### src/verilog/monitor_regs_pkg.sv
// Shared constants and carriers for the monitor result and converter-code register bank
package monitor_regs_pkg;
  // Clock and refresh timing
  localparam int CLK_PERIOD_NS = 4;
  localparam int TEMP_REFRESH_MS = 5;
  localparam int TEMP_REFRESH_CYCLES = TEMP_REFRESH_MS * 1_000_000 / CLK_PERIOD_NS;

  // Bus window, byte addresses of 32-bit words
  localparam int WB_ADDR_W = 12;
  localparam logic [11:0] WB_POINTER_ADDR = 12'h100;
  localparam logic [11:0] WB_DATA_ADDR = 12'h104;
  localparam logic [11:0] WB_STATUS_ADDR = 12'h108;

  // Pointer and register indices behind the data port
  localparam int POINTER_SEL_W = 6;
  localparam logic [7:0] POINTER_RESET = 8'h00;
  localparam logic [5:0] REG_COMMAND = 6'h00;
  localparam logic [5:0] REG_RESULT = 6'h01;
  localparam logic [5:0] REG_EXT_TEMP1 = 6'h02;
  localparam logic [5:0] REG_EXT_TEMP2 = 6'h03;
  localparam logic [5:0] REG_INT_TEMP = 6'h04;
  localparam logic [7:0] COMMAND_RESET = 8'h00;

  // Result word layout
  localparam int ALERT_BIT = 15;
  localparam int TAG_HI = 14;
  localparam int TAG_LO = 12;
  localparam int OPEN_BIT = 11;
  localparam int CODE_W = 12;
  localparam int TEMP_W = 11;
  localparam int ADC_CHANNELS = 6;
  localparam int DAC_CHANNELS = 4;
  localparam logic [2:0] TAG_EXT_TEMP1 = 3'h6;
  localparam logic [2:0] TAG_EXT_TEMP2 = 3'h7;

  // Status word fields
  localparam int STAT_PHASE_BIT = 0;
  localparam int STAT_CMD_MODE_BIT = 1;
  localparam int STAT_CURSOR_LO = 4;

  typedef struct packed {
    logic alert;
    logic [CODE_W-1:0] code;
  } adc_sample_s;

  typedef struct packed {
    logic alert;
    logic open_diode;
    logic [TEMP_W-1:0] code;
  } temp_sample_s;

  typedef struct packed {
    logic alert;
    logic [2:0] tag;
    logic [CODE_W-1:0] value;
  } result_word_s;
endpackage

### src/verilog/temp_refresh_latch.sv
// Periodic capture of the three temperature readings
`timescale 1ns/1ns
module temp_refresh_latch
  import monitor_regs_pkg::*;
#(
  parameter int PERIOD_CYCLES = TEMP_REFRESH_CYCLES
)
(
  input wire logic mclk_in,
  input wire logic rst_n_in,
  input wire temp_sample_s ext1_in,
  input wire temp_sample_s ext2_in,
  input wire temp_sample_s int_in,
  output temp_sample_s ext1_out,
  output temp_sample_s ext2_out,
  output temp_sample_s int_out,
  output logic refresh_out
);
  localparam int CNT_W = $clog2(PERIOD_CYCLES + 1);

  if (PERIOD_CYCLES < 2)
  begin : g_bad_period
    $error("temp_refresh_latch: PERIOD_CYCLES must be at least 2");
  end

  logic [CNT_W-1:0] count;
  wire tick = (count == CNT_W'(PERIOD_CYCLES - 1));

  always_ff @(posedge mclk_in)
  begin
    if (!rst_n_in)
    begin
      count <= '0;
      refresh_out <= 1'b0;
      ext1_out <= '0;
      ext2_out <= '0;
      int_out <= '0;
    end
    else
    begin
      count <= tick ? '0 : count + 1'b1;
      refresh_out <= tick;
      // Free-running: refresh needs no host request
      if (tick)
      begin
        ext1_out <= ext1_in;
        ext2_out <= ext2_in;
        int_out <= int_in;
      end
    end
  end
endmodule

### src/verilog/dac_code_latch.sv
// Two-byte assembly of converter output codes
`timescale 1ns/1ns
module dac_code_latch
  import monitor_regs_pkg::*;
(
  input wire logic mclk_in,
  input wire logic rst_n_in,
  input wire logic byte_we_in,
  input wire logic second_byte_in,
  input wire logic [1:0] channel_in,
  input wire logic [7:0] byte_in,
  output logic [DAC_CHANNELS-1:0][CODE_W-1:0] dac_code_out,
  output logic [DAC_CHANNELS-1:0] dac_update_out
);
  logic [3:0] pending_high;

  always_ff @(posedge mclk_in)
  begin
    if (!rst_n_in)
    begin
      pending_high <= 4'h0;
      dac_code_out <= '0;
      dac_update_out <= '0;
    end
    else
    begin
      dac_update_out <= '0;
      if (byte_we_in && !second_byte_in)
      begin
        pending_high <= byte_in[3:0];
      end
      // Output moves only on a second-byte write, using the last held high nibble
      if (byte_we_in && second_byte_in)
      begin
        dac_code_out[channel_in] <= {pending_high, byte_in};
        dac_update_out[channel_in] <= 1'b1;
      end
    end
  end
endmodule

### src/verilog/monitor_result_and_dac_regs.sv
// Result formatting, command sequencing and converter-code register bank on a Wishbone port
//
// Design decision made here: the Wishbone slave port.
`timescale 1ns/1ns
//////////////////////////////////////////////////////////////////////////////
// Contract
// - Sixteen-bit read-only result register for six channels
// - Bits 14..12 carry channel tag
// - Bits 11..0 hold latest unsigned code
// - Bit 15 is alert indicator
// - Reads return high byte then low byte
// - Command bits select inputs, sense, temperatures
// - Tags: inputs 0-3, sense 4-5, temps 6-7
// - External temp word: alert, tag, open flag
// - Temperature in bits 10..0, two's complement
// - Temperatures refresh automatically about every 5 ms
// - Internal temp: alert bit 15, bits 14..11 zero
// - Bit 10 weighs -256, down to 0.25
// - Writes to 1..4 set converter codes A..D
// - Converter code is bits 11..0, rest ignored
// - Low six pointer bits select register
// - Each result read steps to next selected channel
// - Temperature selections replay last automatic result
module monitor_result_and_dac_regs
  import monitor_regs_pkg::*;
#(
  parameter int TEMP_PERIOD_CYCLES = TEMP_REFRESH_CYCLES
)
(
  input wire logic mclk_in,
  input wire logic rst_n_in,
  input wire logic wb_cyc_in,
  input wire logic wb_stb_in,
  input wire logic wb_we_in,
  input wire logic [WB_ADDR_W-1:0] wb_adr_in,
  input wire logic [3:0] wb_sel_in,
  input wire logic [31:0] wb_dat_in,
  output logic [31:0] wb_dat_out,
  output logic wb_ack_out,
  input wire adc_sample_s [ADC_CHANNELS-1:0] adc_sample_in,
  input wire temp_sample_s ext_temp1_in,
  input wire temp_sample_s ext_temp2_in,
  input wire temp_sample_s int_temp_in,
  output logic [DAC_CHANNELS-1:0][CODE_W-1:0] dac_code_out,
  output logic [DAC_CHANNELS-1:0] dac_update_out,
  output logic temp_refresh_out
);
  //////////////////////////////////////////////////////////////////////////////
  // Parameter check

  // The refresh divider needs two states at least to form a one-cycle pulse
  if (TEMP_PERIOD_CYCLES < 2)
  begin : g_bad_period
    $error("monitor_result_and_dac_regs: TEMP_PERIOD_CYCLES must be at least 2");
  end
  // Three-bit positions must cover every converter channel plus two temperature slots
  if (ADC_CHANNELS + 2 > 8)
  begin : g_bad_channels
    $error("monitor_result_and_dac_regs: too many channels for a three-bit position");
  end

  //////////////////////////////////////////////////////////////////////////////
  // Helpers

  // Next set bit strictly after from, wrapping; from itself if none is set
  function automatic logic [2:0] next_selected(input logic [7:0] mask, input logic [2:0] from);
    logic [2:0] idx;
    logic found;
    next_selected = from;
    found = 1'b0;
    for (int k = 1; k <= 8; k++)
    begin
      idx = from + 3'(k);
      if (!found && mask[idx])
      begin
        next_selected = idx;
        found = 1'b1;
      end
    end
  endfunction

  // Temperature word; internal sensor clears tag and open flag
  function automatic logic [15:0] temp_word(input temp_sample_s s, input logic [2:0] tag, input logic ext);
    logic [15:0] w;
    w = '0;
    w[ALERT_BIT] = s.alert;
    w[TEMP_W-1:0] = s.code;
    if (ext)
    begin
      w[TAG_HI:TAG_LO] = tag;
      w[OPEN_BIT] = s.open_diode;
    end
    temp_word = w;
  endfunction

  // Status word: byte phase, command mode flag and sequence position
  function automatic logic [31:0] status_pack(input logic ph, input logic cmd_mode, input logic [2:0] pos);
    logic [31:0] s;
    s = '0;
    s[STAT_PHASE_BIT] = ph;
    s[STAT_CMD_MODE_BIT] = cmd_mode;
    s[STAT_CURSOR_LO +: 3] = pos;
    status_pack = s;
  endfunction

  //////////////////////////////////////////////////////////////////////////////
  // State

  logic [7:0] pointer;
  logic [7:0] command;
  logic [2:0] cursor;
  logic phase;
  logic [15:0] shadow;
  logic [7:0] next_pointer;
  logic [7:0] next_command;
  logic [2:0] next_cursor;
  logic next_phase;
  logic [15:0] next_shadow;
  logic next_ack;
  logic [31:0] next_rdata;
  temp_sample_s ext1_held;
  temp_sample_s ext2_held;
  temp_sample_s int_held;

  //////////////////////////////////////////////////////////////////////////////
  // Bus decode

  logic req;
  logic hit_pointer;
  logic hit_data;
  logic hit_status;
  logic low_lane;
  logic pointer_wr;
  logic data_wr;
  logic data_rd;
  logic [7:0] wr_byte;
  logic [POINTER_SEL_W-1:0] target;
  logic at_command;
  logic at_result;
  logic at_dac;
  logic [1:0] dac_channel;

  // A held request is taken once; the ack cycle never starts a second access
  assign req = wb_cyc_in & wb_stb_in & ~wb_ack_out;
  assign hit_pointer = (wb_adr_in == WB_POINTER_ADDR);
  assign hit_data = (wb_adr_in == WB_DATA_ADDR);
  assign hit_status = (wb_adr_in == WB_STATUS_ADDR);
  assign low_lane = wb_sel_in[0];
  assign pointer_wr = req & hit_pointer & wb_we_in & low_lane;
  assign data_wr = req & hit_data & wb_we_in & low_lane;
  assign data_rd = req & hit_data & ~wb_we_in;
  assign wr_byte = wb_dat_in[7:0];

  // Only the low six pointer bits take part in the select
  assign target = pointer[POINTER_SEL_W-1:0];
  assign at_command = (target == REG_COMMAND);
  assign at_result = (target == REG_RESULT);
  // Writes at targets 1..4 reach converters A..D; reads there return results
  assign at_dac = (target >= REG_RESULT) && (target <= REG_INT_TEMP);
  assign dac_channel = 2'(target - REG_RESULT);

  //////////////////////////////////////////////////////////////////////////////
  // Live words

  adc_sample_s cur_sample;
  result_word_s adc_word;
  logic [15:0] ext1_word;
  logic [15:0] ext2_word;
  logic [15:0] int_word;
  logic [15:0] seq_word;
  logic [15:0] live_word;
  logic [7:0] rd_byte;
  logic [31:0] status_word;
  logic [31:0] next_dat;

  // Positions past the last converter channel fall back to channel 0, never off the array
  assign cur_sample = adc_sample_in[3'(cursor) < 3'(ADC_CHANNELS) ? cursor : 3'h0];
  assign adc_word.alert = cur_sample.alert;
  assign adc_word.tag = cursor;
  assign adc_word.value = cur_sample.code;

  assign ext1_word = temp_word(ext1_held, TAG_EXT_TEMP1, 1'b1);
  assign ext2_word = temp_word(ext2_held, TAG_EXT_TEMP2, 1'b1);
  assign int_word = temp_word(int_held, 3'h0, 1'b0);

  // Temperature positions of the sequence replay the held reading, no new conversion
  assign seq_word = (cursor == TAG_EXT_TEMP1) ? ext1_word :
                    (cursor == TAG_EXT_TEMP2) ? ext2_word : adc_word;

  assign live_word = at_result ? seq_word :
                     (target == REG_EXT_TEMP1) ? ext1_word :
                     (target == REG_EXT_TEMP2) ? ext2_word :
                     (target == REG_INT_TEMP) ? int_word : 16'h0000;

  // High byte from the live word, low byte from the copy taken with it
  assign rd_byte = phase ? shadow[7:0] : live_word[15:8];

  assign status_word = status_pack(phase, (command != COMMAND_RESET), cursor);
  assign next_dat = hit_pointer ? {24'h000000, pointer} :
                    hit_status ? status_word :
                    hit_data ? {24'h000000, rd_byte} : 32'h00000000;

  //////////////////////////////////////////////////////////////////////////////
  // Bus answer: one wait cycle, ack for one cycle

  // Read data holds after the ack so a slow master can still pick it up
  always_comb
  begin
    next_ack = req;
    next_rdata = wb_dat_out;
    if (req)
    begin
      next_rdata = next_dat;
    end
  end

  always_ff @(posedge mclk_in)
  begin
    if (!rst_n_in)
    begin
      wb_ack_out <= 1'b0;
      wb_dat_out <= 32'h00000000;
    end
    else
    begin
      wb_ack_out <= next_ack;
      wb_dat_out <= next_rdata;
    end
  end

  //////////////////////////////////////////////////////////////////////////////
  // Pointer and command

  always_comb
  begin
    next_pointer = pointer;
    if (pointer_wr)
    begin
      next_pointer = wr_byte;
    end
  end

  always_comb
  begin
    next_command = command;
    next_cursor = cursor;
    if (data_wr && at_command)
    begin
      next_command = wr_byte;
      next_cursor = next_selected(wr_byte, 3'h7);
    end
    else if (data_rd && at_result && phase)
    begin
      // Step only after the low byte, so both bytes describe one channel
      next_cursor = next_selected(command, cursor);
    end
  end

  always_ff @(posedge mclk_in)
  begin
    if (!rst_n_in)
    begin
      pointer <= POINTER_RESET;
      command <= COMMAND_RESET;
      cursor <= 3'h0;
    end
    else
    begin
      pointer <= next_pointer;
      command <= next_command;
      cursor <= next_cursor;
    end
  end

  //////////////////////////////////////////////////////////////////////////////
  // Byte phase and read copy

  // Pointer write restarts the byte pair; a one-byte command write leaves the phase unchanged
  always_comb
  begin
    next_phase = phase;
    next_shadow = shadow;
    if (pointer_wr)
    begin
      next_phase = 1'b0;
    end
    else if (data_rd)
    begin
      next_phase = ~phase;
      if (!phase)
      begin
        next_shadow = live_word;
      end
    end
    else if (data_wr && !at_command)
    begin
      next_phase = ~phase;
    end
  end

  always_ff @(posedge mclk_in)
  begin
    if (!rst_n_in)
    begin
      phase <= 1'b0;
      shadow <= 16'h0000;
    end
    else
    begin
      phase <= next_phase;
      shadow <= next_shadow;
    end
  end

  //////////////////////////////////////////////////////////////////////////////
  // Submodules

  temp_refresh_latch #(
    .PERIOD_CYCLES(TEMP_PERIOD_CYCLES)
  ) u_temp (
    .mclk_in(mclk_in),
    .rst_n_in(rst_n_in),
    .ext1_in(ext_temp1_in),
    .ext2_in(ext_temp2_in),
    .int_in(int_temp_in),
    .ext1_out(ext1_held),
    .ext2_out(ext2_held),
    .int_out(int_held),
    .refresh_out(temp_refresh_out)
  );

  dac_code_latch u_dac (
    .mclk_in(mclk_in),
    .rst_n_in(rst_n_in),
    .byte_we_in(data_wr && at_dac),
    .second_byte_in(phase),
    .channel_in(dac_channel),
    .byte_in(wr_byte),
    .dac_code_out(dac_code_out),
    .dac_update_out(dac_update_out)
  );
endmodule

### config.mk
export PLATFORM = sky130hd
export DESIGN_NAME = monitor_result_and_dac_regs
export DESIGN_NICKNAME = d
export VERILOG_FILES = /design/src/verilog/monitor_regs_pkg.sv /design/src/verilog/temp_refresh_latch.sv /design/src/verilog/dac_code_latch.sv /design/src/verilog/monitor_result_and_dac_regs.sv
export SDC_FILE = /design/constraint.sdc
export NUM_CORES = 1
export LEC_CHECK = 0
export BUFFER_PORTS_ARGS = -buffer_cell sky130_fd_sc_hd__buf_2
export CORE_AREA = 2 2 140 142
export DETAILED_ROUTE_END_ITERATION = 16
export DIE_AREA = 0 0 142 144
export GPL_ROUTABILITY_DRIVEN = 0
export GPL_TIMING_DRIVEN = 0
export PLACE_DENSITY = 0.71
export SLEW_MARGIN = 10
export SYNTH_ARGS = -nofsm -noshare
export SYNTH_HDL_FRONTEND = slang
export SYNTH_SLANG_ARGS = --single-unit
### constraint.sdc
create_clock -name mclk_in -period 3.3 [get_ports mclk_in]
set_input_delay 0.33 -clock mclk_in [delete_from_list [all_inputs] [get_ports mclk_in]]
set_output_delay 0.33 -clock mclk_in [all_outputs]
set_load 0.005 [all_outputs]
==> results of run 1 <==
## logic make-up after synthesis
logic type                 Yosys count  share of synthesized area
DFF                                153                      0.363
xor gates and xnor gates            22                     0.0228
other                                1                   0.000444
adders and majority gates            9                     0.0133
AOI/OAI and AO/OA                  232                      0.160
muxes                               83                      0.148
buffers and inverters              114                     0.0698
and+or+nand+nor                    410                      0.222
## metal layers
layer / routed length, um / part of all wire / GRT usage
met5: 0 / 0 / 0
met4: 411 / 0.016 / 0.0805
met3: 1780 / 0.070 / 0.0480
met2: 12500 / 0.49 / 0.425
met1: 10800 / 0.42 / 0.325
## worst reg2reg max path, stage by stage, from the launching register on
cell and delay [ps]:
dfxtp_4 410, buf_4 220, inv_1 150, ha_1 310, buf_2 200, mux4_2 510, mux2_2 330, or2_1 280
a31o_1 220, nand2_1 60, o31ai_1 80, a221oi_1 280
## where the power goes
part | total (mW) | switching (mW) | internal [mW]
clock network | 2.07 | 0.806 | 1.27
logic | 0.241 | 0.125 | 0.116
registers | 1.86 | 0.00583 | 1.85
## synth_stat cells (all sizes together), types with 3 or more instances
cell type and number:
a21o 4, a21oi 126, a221oi 3, a22o 3
a31oi 9, and2 4, and3 5, buf 53
clkbuf 48, dfxtp 153, ha 9, inv 11
mux2 5, mux2i 47, mux4 31, nand2 241
nand2b 9, nand3 23, nand4 9, nor2 66
nor3 19, nor4 14, nor4b 5, o211ai 5
o21ai 44, o221ai 5, o2bb2ai 12, or2 4
xnor2 12, xor2 10
## final timing paths
path,startpoint,endpoint,cells past startpoint,slack [ps]
min,ext_temp2_in[6],u_temp.ext2_out[6],3,130
max,cursor[1],cursor[1],11,160
max reg2reg,cursor[1],cursor[1],11,160
min reg2reg,u_dac.dac_code_out[34],u_dac.dac_code_out[34],2,450
## sequential cells by signal, indices dropped and copies added (netlist names), 12 cells and up
register,cells
u_dac.dac_code_out,48
u_temp.count,21
u_temp.ext1_out,13
u_temp.ext2_out,13
u_temp.int_out,12
## cell usage in the layout (no fill, tap or decap), drive strengths merged, types with 9 or more instances in the layout
master | Yosys | layout
buf | 53 | 249
nand2 | 241 | 241
dfxtp | 153 | 153
a21oi | 126 | 126
nor2 | 66 | 66
clkbuf | 48 | 66
mux2i | 47 | 47
o21ai | 44 | 44
mux4 | 31 | 31
conb | 1 | 24
nand3 | 23 | 23
nor3 | 19 | 19
nor4 | 14 | 14
inv | 11 | 13
o2bb2ai | 12 | 12
xnor2 | 12 | 12
xor2 | 10 | 10
nand2b | 9 | 9
a31oi | 9 | 9
nand4 | 9 | 9
ha | 9 | 9
## metrics by stage
| step | instances | TNS [ps] | util | setup slack [ps] | hold WS, ps |
|---|---|---|---|---|---|
| final | 1513 | 0 | 0.549 | 165 | 129 |
| after global routing | 1513 | 0 | 0.549 | 25.5 | 131 |
| after CTS | 1513 | 0 | 0.547 | 82.1 | 128 |
| after detailed placement | 1481 | -615 | 0.514 | -228 | 442 |
| after global placement | 1481 | -536 | 0.514 | -220 | 429 |
| after floorplan | 1047 | 0 | - | 241 | 418 |
## timing repair
action	4_1_cts	5_1_grt
setup buffers	0	0
resized for setup	5	8
endpoints found under the setup margin	3	3
hold endpoints to repair	0	0
## area by class of cell
| cell class | count | area share |
|---|---|---|
| Clock buffer | 18 | 0.0410 |
| Inverter | 13 | 0.00490 |
| Clock inverter | 14 | 0.0189 |
| Buffer | 101 | 0.0521 |
| Sequential cell | 153 | 0.293 |
| Tap cell | 238 | 0.0284 |
| Multi-Input combinational cell | 780 | 0.468 |
| Timing Repair Buffer | 196 | 0.0937 |
==> flow_summary_export.csv, run 1 <==
group,metric,value,unit
outcome,status,"completed",
timing,final_hold_viol_count,0,
setup_path,crit_family,"multiplexers",
setup_path,cp_max_fo,10,
worst_hold_path,hp-class,"primary input to flop",
final_layout,multi_input_comb_area,0.00490,mm^2
power_and_ir_drop,leakagePower,4.12,nW
synth,synth_flop_cell,"dfxtp_1",
floorplanning,dieArea,0.0204,mm^2
synth,syn_area_per_cell,8.24,um^2
setup_path,critPathKind,"flop to flop",
clock_network,cts_made_buffers,17,
routing,via_per_inst,5.44,
synth,synthArstFlopShare,0,
routing,drt-pass1-iter-count,5,
setup_path,critPathMaxStageDelay,510,ps
place,dp_hpwl,19.2,mm
final_layout,design_area,0.0105,mm^2
clock_network,clock_latency,440,ps
final_layout,ff_latch_area,0.00307,mm^2
timing,fin_skew,7.92,ps
clock_network,clock_sinks,153,
routing,wl_per_cell,16.8,um
setup_path,cp-end-kind,"flop",
setup_path,cp_num_buf_inv,3,
clock_network,htree_levels,4,
synth,synth_edf_count,0,
grt,grt_use_total,0.251,
routing,ant_nets,0,
floorplanning,num_rows,51,
floorplanning,chipWidth,142,um
synth,syn-cell-area,0.00844,mm^2
setup_path,required,3620,ps
routing,drtIter0Drc,649,
clock_network,clockRootBuffer,"clkbuf_16",
final_layout,layout-drive-gt1-share,0.262,
synth,yosys.cell_types.count,73,
setup_path,worstPathArrival,3460,ps
timing,fmaxAchievable,319,MHz
grt,overflow,0,
floorplanning,die_h,144,um
setup_path,critPathLaunchType,"flop",
synth,yosys_warnings,0,
grt,grt_max_degree,17,
routing,wl,25.5,mm
synth,synth_area_leaders,"dfxtp_1 36%, nand2_1 11%, mux4_2 8.0%",
final_layout,fin_nets,1441,
clock_network,cts_tree,"done",
final_layout,num-fill-cells,1860,
timing,setup_violations,0,
timing,maxSlewViolCount,0,
timing,tightest_slew,826,ps
synth,synth_seq_area_share,0.363,
final_layout,syn_to_final_growth,24.1,%
power_and_ir_drop,fin_total_pwr,4.17,mW
place,io_buffers,196,
synth,synthCells,1024,
grt,grt_pass1_wl,40.3,mm
timing,period_share,0.950,
grt,grt_antenna_before_repair,0,
final_layout,n_antenna_cell,0,
routing,drcViolationCount,0,
setup_path,crit_path_cell_trace,"buf_4 -> inv_1 -> ha_1 -> buf_2 -> mux4_2 -> mux2_2 -> or2_1 -> a31o_1 -> nand2_1 -> o31ai_1 -> a221oi_1",
floorplanning,fp.coreArea,0.0191,mm^2
timing,period_minus_slack,3140,ps
clock_network,postCtsHoldBufs,0,
clock_network,clk_pin_slew,70,ps
synth,yosys.area.top_type_share,0.363,
power_and_ir_drop,power_density,399,mW/mm^2
grt,grt_pass1_vias,7816,
place,place_area,0.00980,mm^2
synth,synth_seq_cells,153,
job,max_cap_violations,0,
clock_network,cts_buffer_depth,2,
setup_path,crit_slowest_cell,"mux4_2",
synth,synth_top_area_cell,"dfxtp_1",
power_and_ir_drop,ir_drop,0.000363,V
timing,slew-limit-headroom,0.445,
floorplanning,start_util,0.442,
routing,vias,8227,
timing,rsz0062_at_grt,"false",
floorplanning,num_io_pins,256,
(Power assumes the default switching activity.)
==> inputs of run 2 (changes only) <==
--- a/config.mk
+++ b/config.mk
@@ -7,11 +7,13 @@
 export LEC_CHECK = 0
 export BUFFER_PORTS_ARGS = -buffer_cell sky130_fd_sc_hd__buf_2
 export CORE_AREA = 2 2 140 142
+export CTS_BUF_LIST = sky130_fd_sc_hd__clkbuf_4 sky130_fd_sc_hd__clkbuf_8 sky130_fd_sc_hd__clkbuf_16
 export DETAILED_ROUTE_END_ITERATION = 16
 export DIE_AREA = 0 0 142 144
 export GPL_ROUTABILITY_DRIVEN = 0
 export GPL_TIMING_DRIVEN = 0
 export PLACE_DENSITY = 0.71
+export REMOVE_ABC_BUFFERS = 1
 export SLEW_MARGIN = 10
 export SYNTH_ARGS = -nofsm -noshare
 export SYNTH_HDL_FRONTEND = slang
==> run 2 against run 1 <==
  * Sequential power barely moved
  * Global-route usage fell by 1.7 points
  * Clock power barely moved
  * Maximum frequency rose by 1.9%
  * Worst setup slack improved by 58 ps
  * Largest power group unchanged
  * Via count fell by 4.4%
  * First-iteration DRC count fell by 4.9%
  * Flip-flop and latch count did not move
  * Routed wire length fell by 6.0%
  * Critical endpoint is now cursor[2]
  * Sequential share of layout area rose by 1.4 points
==> flow_summary_export.csv, run 2 (synthesis results as in run 1) <==
group,metric,value,unit
outcome,status,"completed",
place,dp_hpwl,16.8,mm
routing,drt-pass1-iter-count,5,
setup_path,required,3600,ps
floorplanning,num_rows,51,
job,max_cap_violations,0,
timing,maxSlewViolCount,0,
timing,final_hold_viol_count,0,
clock_network,cts_resized,6,
routing,vias,7866,
setup_path,cp_max_fo,17,
clock_network,cts_buffer_depth,2,
grt,grt_pass1_wl,37.9,mm
grt,met2_usage,0.402,
final_layout,final_common_cell,"nand2_1",
setup_path,critPathMaxStageDelay,550,ps
clock_network,cts_made_buffers,17,
final_layout,syn_to_final_growth,18.6,%
floorplanning,start_util,0.442,
clock_network,postCtsHoldBufs,0,
setup_path,cp_num_buf_inv,1,
clock_network,cts_setup_buffers,0,
routing,wl,23.9,mm
clock_network,clk_pin_slew,70,ps
final_layout,fin_util,0.525,
final_layout,instances_no_fill,1422,
setup_path,crit_path_cell_trace,"clkinv_2 -> ha_4 -> mux4_2 -> nor3_1 -> o21ai_0 -> nor2_1 -> a22oi_1 -> o221ai_1 -> a31oi_1",
place,place_ws,-775,ps
power_and_ir_drop,leakagePower,3.85,nW
timing,period_share,0.933,
setup_path,critPathLaunchType,"flop",
floorplanning,dieArea,0.0204,mm^2
power_and_ir_drop,fin_total_pwr,4.10,mW
routing,ant_nets,0,
final_layout,fin_nets,1350,
setup_path,crit_slowest_cell,"mux4_2",
grt,grt_max_degree,78,
worst_hold_path,hp-class,"primary input to flop",
timing,setup_violations,0,
setup_path,cp-end-kind,"flop",
clock_network,htree_levels,4,
grt,grt_antenna_before_repair,1,
routing,via_per_inst,5.53,
place,io_buffers,203,
final_layout,final_cell_mix,"241 x nand2_1, 203 x buf_2, 149 x dfxtp_1",
grt,globalRouteMet3Util,0.0474,
grt,met1_usage,0.290,
grt,busiest_layer,"met2",
clock_network,clock_latency,440,ps
timing,fin_skew,14.0,ps
setup_path,worstPathArrival,3380,ps
grt,grt_use_total,0.234,
grt,grt_pass1_vias,7428,
final_layout,largest_reg_flops,48,
power_and_ir_drop,power_density,410,mW/mm^2
routing,wl_per_cell,16.8,um
routing,drtIter0Drc,617,
clock_network,clock_sinks,153,
floorplanning,chipWidth,142,um
timing,tightest_slew,961,ps
setup_path,critPathKind,"flop to flop",
timing,slew-limit-headroom,0.357,
final_layout,regMostFlops,"u_dac.dac_code_out",
timing,holdWs,130,ps
place,placed_cells,1390,
clock_network,cts_tree,"done",
timing,period_minus_slack,3080,ps
final_layout,n_antenna_cell,0,
floorplanning,fp.coreArea,0.0191,mm^2
floorplanning,num_io_pins,256,
floorplanning,die_h,144,um
final_layout,top_regs,"u_dac.dac_code_out (48), u_temp.count (21)",
final_layout,layout-drive-gt1-share,0.256,
timing,fmaxAchievable,325,MHz
timing,rsz0062_at_grt,"false",
grt,overflow,0,
power_and_ir_drop,ir_drop,0.000290,V
routing,drcViolationCount,0,
setup_path,crit_family,"compound AO/OA/AOI/OAI gates",
clock_network,clockRootBuffer,"clkbuf_16",
timing,setup_slack,223,ps
run 2: path summary, 6_finish.rpt:
kind	slack, ps	from	endpoint	depth (start not counted)
worst max-delay path	220	cursor[0]	cursor[2]	9
worst min-delay path	130	ext_temp1_in[10]	u_temp.ext1_out[10]	3
worst max register to register	220	cursor[0]	cursor[2]	9
worst min register to register	440	u_temp.count[0]	u_temp.count[0]	1
run 2: cell type report:
type,count,area (um^2)
Multi-Input combinational cell,780,4910
Fill cell,1750,9070
Tap cell,238,298
Timing Repair Buffer,206,1070
Clock inverter,13,163
Inverter,13,52.6
Clock buffer,19,447
Sequential cell,153,3070
run 2: worst register-to-register path, delay by kind of cell (launching register included):
kind                     cells  cell delay, ps
multiplexers                 1             550
flip-flops                   1             500
adder cells (fa/ha/maj)      1             450
buffers and inverters        1             270
AND/OR/NAND/NOR              2             460
AO/OA/AOI/OAI                4             730
run 2: metrics by stage:
| stage | setup TNS (ps) | area, um^2 |
|---|---|---|
| floorplan | -293 | 7980 |
| global placement | -67610 | 9300 |
| global route | 0 | 10000 |
| finish | 0 | 10000 |
| detailed placement | -2510 | 9370 |
| CTS | 0 | 9990 |
run 2: where the power goes:
part | internal [mW] | leakage, nW | switching, mW | total (mW)
clock network | 1.17 | 0.289 | 0.871 | 2.04
logic | 0.0986 | 2.32 | 0.112 | 0.210
registers | 1.85 | 1.24 | 0.00505 | 1.86
total | 3.12 | 3.85 | 0.988 | 4.10
run 2: metal layers:
layer	wire length, um	vias up	share of wire
met5	0	-	0
met4	615	0	0.026
met3	1390	52	0.058
met2	12000	264	0.50
met1	9920	3709	0.41
li1	-	3841	-
